**config.mk**
```make
export PLATFORM = sky130hd
export DESIGN_NAME = csp_codec_port
export DESIGN_NICKNAME = d
export VERILOG_FILES = /design/src/csp_fifo.v /design/src/csp_codec_port.v
export VERILOG_INCLUDE_DIRS = /design/src
export SDC_FILE = /design/constraint.sdc
export NUM_CORES = 1
export LEC_CHECK = 0
export BUFFER_PORTS_ARGS = -buffer_cell sky130_fd_sc_hd__buf_2
export CAP_MARGIN = 5
export CORE_MARGIN = 5
export CORE_UTILIZATION = 30
export CTS_CLUSTER_SIZE = 14
export DETAILED_ROUTE_END_ITERATION = 12
export MAX_ROUTING_LAYER = met4
export PLACE_DENSITY = 0.48
export RECOVER_POWER = 50
export SLEW_MARGIN = 20
export SYNTH_ARGS = -nofsm -noshare
export SYNTH_HDL_FRONTEND = slang
export SYNTH_SLANG_ARGS = --single-unit
```
**constraint.sdc**
```tcl
create_clock -name clk_sys -period 2.8 [get_ports clk_sys]
set_input_delay 0.14 -clock clk_sys [delete_from_list [all_inputs] [get_ports clk_sys]]
set_output_delay 0.14 -clock clk_sys [all_outputs]
set_load 0.01 [all_outputs]
```
**src/csp_regs.vh**
```
// Purpose: constants for the codec serial port block
// Assumes: included by bare name
// Notes: definitions only
`ifndef CSP_REGS_VH
`define CSP_REGS_VH
`define CSP_WORD_W 16
`define CSP_CNT_W 5
`define CSP_LAST_BIT 5'h0f
`define CSP_MCLK_DIV 8'h02
`define CSP_SCLK_DIV 8'h04
`define CSP_DIV_W 16
`define CSP_FIFO_DEPTH 8
`define CSP_FIFO_AW 3
`define CSP_CTRL_FLAG 16'h8000
`define CSP_CTRL_DFLT 16'h0000
`define CSP_ZERO_WORD 16'h0000
`endif

```
**src/csp_fifo.v**
```verilog
// Purpose: small word FIFO with valid/ready on both sides
// Assumes: single clock, synchronous active-high reset
// Notes: full and empty are exact; flush empties without touching storage
`default_nettype none
module csp_fifo #(
  parameter WIDTH = 16,
  parameter DEPTH = 8,
  parameter AW = 3
) (
  // Clock and reset
  input wire clk_sys,
  input wire srst,
  input wire flush,
  // Fill side
  input wire in_valid,
  output wire in_ready,
  input wire [WIDTH-1:0] in_data,
  // Drain side
  output wire out_valid,
  input wire out_ready,
  output wire [WIDTH-1:0] out_data
);
  reg [WIDTH-1:0] mem_q [0:DEPTH-1];
  reg [AW-1:0] wr_q;
  reg [AW-1:0] rd_q;
  reg [AW:0] cnt_q;
  wire push;
  wire pop;
  assign in_ready = (cnt_q != DEPTH[AW:0]);
  assign out_valid = (cnt_q != {(AW+1){1'b0}});
  assign out_data = mem_q[rd_q];
  assign push = in_valid & in_ready;
  assign pop = out_valid & out_ready;
  always @(posedge clk_sys) begin
    if (push) begin
      mem_q[wr_q] <= in_data;
    end
  end
  always @(posedge clk_sys) begin
    if (srst || flush) begin
      wr_q <= {AW{1'b0}};
      rd_q <= {AW{1'b0}};
      cnt_q <= {(AW+1){1'b0}};
    end else begin
      if (push) begin
        wr_q <= wr_q + 1'b1;
      end
      if (pop) begin
        rd_q <= rd_q + 1'b1;
      end
      if (push && !pop) begin
        cnt_q <= cnt_q + 1'b1;
      end else if (pop && !push) begin
        cnt_q <= cnt_q - 1'b1;
      end
    end
  end
endmodule // csp_fifo
`default_nettype wire

```
**src/csp_codec_port.v**
```verilog
// Purpose: codec serial port with enable gating, bit clock divider and word framing
// Assumes: clk_sys stands for the codec master clock; all pins sampled synchronously
// Notes: received sample words go through an 8-word FIFO; transmit words wait in a register
// What this block does
// - Receive frame sync is sampled on the falling bit-clock edge.
// - Each receive data bit is captured on the falling bit-clock edge.
// - Received words are sorted into control words and sample data words.
// - With the gate low, receive data and frame sync are ignored.
// - The asynchronous gate input is synchronised before use.
// - With the gate low, all port outputs are high impedance.
// - With the gate low, the bit clock is stopped.
// - Control and data registers keep their contents across a gate-low period.
// - On gate return, the divider and the rx/tx framing counters and states restart from reset values; the FIFO and tx holding register keep theirs.
// - Frame syncs are one bit wide; tx sync leads the MSB, from rising edge.
// - Output bits launch on the rising edge; data line floats when idle.
// - Bit clock equals master clock over both dividers' product.
// - Active-low codec reset clears control registers and the whole port.
`include "csp_regs.vh"
`default_nettype none
module csp_codec_port (
  // Clock and resets
  input wire clk_sys,
  input wire srst,
  input wire codec_reset_n,
  // Port gate from the processor
  input wire port_gate_in,
  // Serial pins
  output wire codec_bit_clock_pin,
  output wire codec_bit_clock_oe,
  input wire rx_frame_sync,
  input wire serial_rx_line,
  output wire serial_tx_line,
  output wire serial_tx_oe,
  output wire tx_frame_sync,
  output wire tx_frame_sync_oe,
  // Received sample words
  output wire rx_data_valid,
  input wire rx_data_ready,
  output wire [`CSP_WORD_W-1:0] rx_data,
  // Received control word
  output reg [`CSP_WORD_W-1:0] ctrl_word_q,
  output reg ctrl_strobe_q,
  // Words to send
  input wire tx_valid,
  output wire tx_ready,
  input wire [`CSP_WORD_W-1:0] tx_word
);
  localparam ST_IDLE = 2'b00;
  localparam ST_SHIFT = 2'b01;
  localparam [`CSP_DIV_W-1:0] HALF_DIV = (`CSP_MCLK_DIV * `CSP_SCLK_DIV) / 2;

  function [`CSP_CNT_W-1:0] bump;
    input [`CSP_CNT_W-1:0] v;
    begin
      bump = v + 1'b1;
    end
  endfunction

  wire clr;
  reg gate_s1_q;
  reg gate_s2_q;
  reg gate_prev_q;
  wire gate_on;
  wire restart;
  reg [`CSP_DIV_W-1:0] div_q;
  reg sclk_q;
  wire sclk_rise;
  wire sclk_fall;
  reg [1:0] rx_st_q;
  reg [`CSP_CNT_W-1:0] rx_cnt_q;
  reg [`CSP_WORD_W-1:0] rx_sh_q;
  reg rx_push_q;
  reg [`CSP_WORD_W-1:0] rx_word_q;
  wire fifo_in_ready;
  reg [1:0] tx_st_q;
  reg [`CSP_CNT_W-1:0] tx_cnt_q;
  reg [`CSP_WORD_W-1:0] tx_hold_q;
  reg tx_full_q;
  reg [`CSP_WORD_W-1:0] tx_sh_q;
  reg tx_fs_q;
  reg tx_bit_q;
  reg tx_drive_q;

  // Codec reset pin and system reset both clear everything
  assign clr = srst | ~codec_reset_n;

  // Gate synchroniser; first stage feeds only the second
  always @(posedge clk_sys) begin
    if (clr) begin
      gate_s1_q <= 1'b0;
      gate_s2_q <= 1'b0;
      gate_prev_q <= 1'b0;
    end else begin
      gate_s1_q <= port_gate_in;
      gate_s2_q <= gate_s1_q;
      gate_prev_q <= gate_s2_q;
    end
  end
  assign gate_on = gate_s2_q;
  assign restart = gate_s2_q & ~gate_prev_q;

  // Bit clock divider, held still while gated off
  always @(posedge clk_sys) begin
    if (clr || !gate_on || restart) begin
      div_q <= {`CSP_DIV_W{1'b0}};
      sclk_q <= 1'b0;
    end else if (div_q == HALF_DIV - 1'b1) begin
      div_q <= {`CSP_DIV_W{1'b0}};
      sclk_q <= ~sclk_q;
    end else begin
      div_q <= div_q + 1'b1;
    end
  end
  assign sclk_rise = gate_on & ~restart & (div_q == HALF_DIV - 1'b1) & ~sclk_q;
  assign sclk_fall = gate_on & ~restart & (div_q == HALF_DIV - 1'b1) & sclk_q;

  // Outputs float while gated off
  assign codec_bit_clock_pin = sclk_q;
  assign codec_bit_clock_oe = gate_on;
  assign tx_frame_sync = tx_fs_q;
  assign tx_frame_sync_oe = gate_on;
  assign serial_tx_line = tx_bit_q;
  assign serial_tx_oe = gate_on & tx_drive_q;

  // Receive framing on falling edges
  always @(posedge clk_sys) begin
    if (clr || !gate_on || restart) begin
      rx_st_q <= ST_IDLE;
      rx_cnt_q <= {`CSP_CNT_W{1'b0}};
      rx_sh_q <= `CSP_ZERO_WORD;
      rx_push_q <= 1'b0;
    end else begin
      rx_push_q <= 1'b0;
      if (sclk_fall) begin
        case (rx_st_q)
          ST_IDLE: begin
            if (rx_frame_sync) begin
              rx_st_q <= ST_SHIFT;
              rx_cnt_q <= {`CSP_CNT_W{1'b0}};
            end
          end
          ST_SHIFT: begin
            rx_sh_q <= {rx_sh_q[`CSP_WORD_W-2:0], serial_rx_line};
            rx_cnt_q <= bump(rx_cnt_q);
            if (rx_cnt_q == `CSP_LAST_BIT) begin
              rx_push_q <= 1'b1;
              rx_st_q <= rx_frame_sync ? ST_SHIFT : ST_IDLE;
              rx_cnt_q <= {`CSP_CNT_W{1'b0}};
            end
          end
          default: begin
            rx_st_q <= ST_IDLE;
          end
        endcase
      end
    end
  end

  // Sorting of words; the control register survives gate-off
  always @(posedge clk_sys) begin
    if (clr) begin
      ctrl_word_q <= `CSP_CTRL_DFLT;
      ctrl_strobe_q <= 1'b0;
      rx_word_q <= `CSP_ZERO_WORD;
    end else begin
      ctrl_strobe_q <= 1'b0;
      if (rx_push_q) begin
        if ((rx_sh_q & `CSP_CTRL_FLAG) != `CSP_ZERO_WORD) begin
          ctrl_word_q <= rx_sh_q;
          ctrl_strobe_q <= 1'b1;
        end else begin
          rx_word_q <= rx_sh_q;
        end
      end
    end
  end

  // Sample words queue up; a full queue drops the newest word
  csp_fifo #(
    .WIDTH(`CSP_WORD_W),
    .DEPTH(`CSP_FIFO_DEPTH),
    .AW(`CSP_FIFO_AW)
  ) u_rx_fifo (
    .clk_sys(clk_sys),
    .srst(clr),
    .flush(1'b0),
    .in_valid(rx_push_q & ((rx_sh_q & `CSP_CTRL_FLAG) == `CSP_ZERO_WORD)),
    .in_ready(fifo_in_ready),
    .in_data(rx_sh_q),
    .out_valid(rx_data_valid),
    .out_ready(rx_data_ready),
    .out_data(rx_data)
  );

  // Transmit holding register keeps its word across gate-off
  assign tx_ready = ~tx_full_q;
  always @(posedge clk_sys) begin
    if (clr) begin
      tx_hold_q <= `CSP_ZERO_WORD;
      tx_full_q <= 1'b0;
    end else begin
      if (tx_valid && !tx_full_q) begin
        tx_hold_q <= tx_word;
        tx_full_q <= 1'b1;
      end else if (tx_st_q == ST_IDLE && sclk_rise && tx_full_q) begin
        tx_full_q <= 1'b0;
      end
    end
  end

  // Transmit framing on rising edges: sync leads the MSB by one period
  always @(posedge clk_sys) begin
    if (clr || !gate_on || restart) begin
      tx_st_q <= ST_IDLE;
      tx_cnt_q <= {`CSP_CNT_W{1'b0}};
      tx_sh_q <= `CSP_ZERO_WORD;
      tx_fs_q <= 1'b0;
      tx_bit_q <= 1'b0;
      tx_drive_q <= 1'b0;
    end else if (sclk_rise) begin
      case (tx_st_q)
        ST_IDLE: begin
          tx_drive_q <= 1'b0;
          tx_fs_q <= tx_full_q;
          if (tx_full_q) begin
            tx_sh_q <= tx_hold_q;
            tx_st_q <= ST_SHIFT;
            tx_cnt_q <= {`CSP_CNT_W{1'b0}};
          end
        end
        ST_SHIFT: begin
          tx_fs_q <= 1'b0;
          tx_drive_q <= 1'b1;
          tx_bit_q <= tx_sh_q[`CSP_WORD_W-1];
          tx_sh_q <= {tx_sh_q[`CSP_WORD_W-2:0], 1'b0};
          tx_cnt_q <= bump(tx_cnt_q);
          if (tx_cnt_q == `CSP_LAST_BIT) begin
            tx_st_q <= ST_IDLE;
          end
        end
        default: begin
          tx_st_q <= ST_IDLE;
        end
      endcase
    end
  end
endmodule // csp_codec_port
`default_nettype wire

```
==> results.json <==
{
  "status": "finished clean",
  "ant_nets": 0,
  "synth_top_area_cell": "edfxtp_1",
  "dieArea_sq_mm": 0.0361,
  "setup_viol": 0,
  "vias": 6054,
  "grt-ovfl-total": 0,
  "wl_microns": 21800,
  "area_growth_syn_to_layout_pct": 18.7,
  "r2r_start": "u_rx_fifo.cnt_q[0]",
  "remaining_drc_errors": 0,
  "die_h_microns": 190,
  "synthMuxAreaShare_pct": 13.1,
  "cts_setup_buffers": 0,
  "synth.area.top_cells": "edfxtp_1 40%, dfxtp_1 24%, mux4_2 7.4%",
  "syn_area_per_cell_sq_um": 13.0,
  "drtIter0Drc": 296,
  "antenna_cells": 0,
  "min_from": "srst",
  "clockBufferDepth": 3,
  "coreArea_sq_mm": 0.0323,
  "dp_slack_ps": 252,
  "synth_compound_area_share_pct": 5.74,
  "rsz0062_at_grt": "false",
  "r2r_cells": 9,
  "numCtsBuffers": 27,
  "p_leak_uw": 0.00332,
  "synthAdderAreaFrac_pct": 1.36,
  "synth-warning-count": 0,
  "viasPerCell": 4.67,
  "power_frac_seq_pct": 52.3,
  "synth_xor_area_share_pct": 1.62,
  "synth_top_family_by_area": "multiplexers",
  "grt_pass1_vias": 6152,
  "p_sw_uw": 1440,
  "cts.sinks": 243,
  "combPwrFrac_pct": 1.3,
  "portBuffers": 64,
  "pwr-share-clk_pct": 46.4,
  "cts_htree_levels": 1,
  "grt_max_degree": 44,
  "slew_headroom_pct": 23.5,
  "ys_seq_area_share_pct": 63.2,
  "fin_worst_skew_ps": 6.88,
  "grt_antenna_before_repair": 0,
  "p_sw_share_pct": 20.3,
  "timing.fmax_mhz": 390,
  "grt_first_pass_wirelength_microns": 34300,
  "drive_gt1_share_pct": 20.0,
  "synth_cells": 746,
  "num_rows": 66,
  "worstSetupStartpointType": "flip-flop",
  "synth_top_area_share_pct": 39.5,
  "nNetsFinal": 868,
  "fin_crit_sh_pct": 91.5,
  "crit_required_ps": 3260,
  "clk_pin_slew_ps": 60,
  "irDropWorstVdd_mv": 0.420,
  "die_x_microns": 190,
  "clock_latency_ps": 530,
  "initial_core_util_pct": 30.1,
  "synth-simple-area-share_pct": 12.5,
  "yosysUniqueCellTypes": 50,
  "synth_edf_count": 128,
  "power.total_uw": 7120,
  "gp_congestion": 0.748,
  "fin_crit_ps": 2560,
  "wire_per_inst_microns": 16.8,
  "setup_tns_ps": 0,
  "crit_path_end_kind": "flip-flop",
  "synthFlopType": "edfxtp_1",
  "clock-root-buffer": "clkbuf_16",
  "tightest_slew_ps": 1150,
  "hold_path_class": "input port to flip-flop",
  "syn_area_sq_mm": 0.00972,
  "crit_fanout": 5,
  "drv_cap": 0,
  "place_hpwl_microns": 13200,
  "crit_start": "u_rx_fifo.cnt_q[0]",
  "worst_slack_ps": 238,
  "io_pins": 65,
  "crit_type": "flip-flop to flip-flop",
  "drtPass1Iterations": 4,
  "slew_violations": 0,
  "hold_viol_final": 0,
  "ys_top_cells_by_count": "128 x edfxtp_1, 115 x dfxtp_1, 97 x nand2_1, 65 x a21oi_1, 40 x nor2_1",
  "cp.arrival_ps": 3020,
  "fin_util_pct": 35.8,
  "p_int_uw": 5680,
  "whs_path_depth": 3,
  "cts_tree": "yes",
  "ys_ff_latch": 243,
  "synth_fp_nets": 780,
  "grt_usage_pct": 12.2,
  "power_density_mw_per_mm2": 617,
  "synth-async-reset-ratio_pct": 0,
  "yosys.cell_count.top_type": "edfxtp_1"
}
## through the flow
step | cell area, sq um | std cells | hold slack, ps
3_5_place_dp | 10500 | 1226 | 342
2_1_floorplan | 9720 | 746 | 262
6_report | 11500 | 1297 | 24.6
3_3_place_gp | 10500 | 1226 | 342
5_1_grt | 11500 | 1297 | 52.7
4_1_cts | 11600 | 1297 | 13.5
## layout make-up
cell class | count | area, sq um
Clock buffer | 40 | 774
Clock inverter | 10 | 55.1
Fill cell | 3163 | 20700
Inverter | 6 | 22.5
Multi-Input combinational cell | 452 | 3350
Sequential cell | 243 | 6150
Tap cell | 442 | 553
Timing Repair Buffer | 104 | 643
## worst paths after layout
kind | to | slack [ps]
setup / recovery | u_rx_fifo.cnt_q[3] | 240
setup reg to reg | u_rx_fifo.cnt_q[3] | 240
hold reg to reg | codec_bit_clock_oe | 430
hold / removal | tx_full_q | 20
## kinds of logic after synthesis
group | count (synthesis)
compound gates | 104
simple gates | 237
flops | 243
mux | 83
xor+xnor | 18
fa+ha+maj | 10
buf+inv | 51
## layout by cell type, fill, tap and decap left out, types with 5 or more instances in the layout
| master | netlist | routed |
|---|---|---|
| edfxtp_1 | 128 | 128 |
| dfxtp_1 | 115 | 114 |
| nand2_1 | 97 | 97 |
| a21oi_1 | 65 | 65 |
| buf_2 | 6 | 41 |
| nor2_1 | 40 | 40 |
| clkbuf_1 | 33 | 34 |
| mux4_2 | 32 | 32 |
| mux2_2 | 31 | 31 |
| nand3_1 | 28 | 28 |
| clkbuf_16 | 0 | 27 |
| o21ai_0 | 26 | 26 |
| dlygate4sd3_1 | 0 | 21 |
| mux2i_1 | 20 | 20 |
| buf_4 | 2 | 14 |
| nand4_1 | 12 | 13 |
| xor2_1 | 9 | 9 |
| xnor2_1 | 9 | 9 |
| ha_1 | 9 | 9 |
| and3_1 | 7 | 7 |
| inv_1 | 6 | 6 |
| nand2b_1 | 6 | 5 |
| or4_1 | 5 | 5 |
| o31ai_1 | 5 | 5 |
| clkbuf_8 | 0 | 5 |
## registers in the layout, summed over array words and instances (netlist names), 3 cells and up, named ones only
name and count:
tx_sh_q 16, div_q 16, u_rx_fifo.rd_q 3, u_rx_fifo.cnt_q 4, tx_cnt_q 5, ctrl_word_q 16, rx_cnt_q 5, rx_sh_q 16
tx_hold_q 16, u_rx_fifo.wr_q 3, u_rx_fifo.mem_q 128
## per-layer routing
| layer | global-route usage, % | part of all wire [%] | up-vias |
|---|---|---|---|
| met1 | 16.9 | 48 | 2986 |
| met5 | - | 0 | - |
| li1 | - | - | 2929 |
| met2 | 19.2 | 46 | 108 |
| met4 | 2.42 | 1.8 | 0 |
| met3 | 1.98 | 3.7 | 31 |
## what timing repair did
| action | in CTS | in global routing |
|---|---|---|
| resized for setup | 0 | 1 |
| hold buffers | 21 | 0 |
| setup endpoints to repair | 0 | 1 |
| hold endpoints to repair | 22 | 0 |
## power groups by stage
stage | combinational [uW] | clock, uW | sequential [uW]
2_1_floorplan | 37.9 | 0 | 3800
3_3_place_gp | 68.8 | 0 | 3800
3_5_place_dp | 69.9 | 0 | 3800
4_1_cts | 92.2 | 3420 | 3720
5_1_grt | 99.8 | 3540 | 3720
6_report | 89.5 | 3300 | 3730
## critical path, cell delays in order, from the launching register on
cell,delay (ps)
dfxtp_1,370
or4_1,620
nand2_1,170
ha_1,190
inv_1,90
ha_1,270
a21o_1,180
a21oi_1,170
mux2i_1,230
mux2i_1,190
Power figures use the tool's default switching activity.
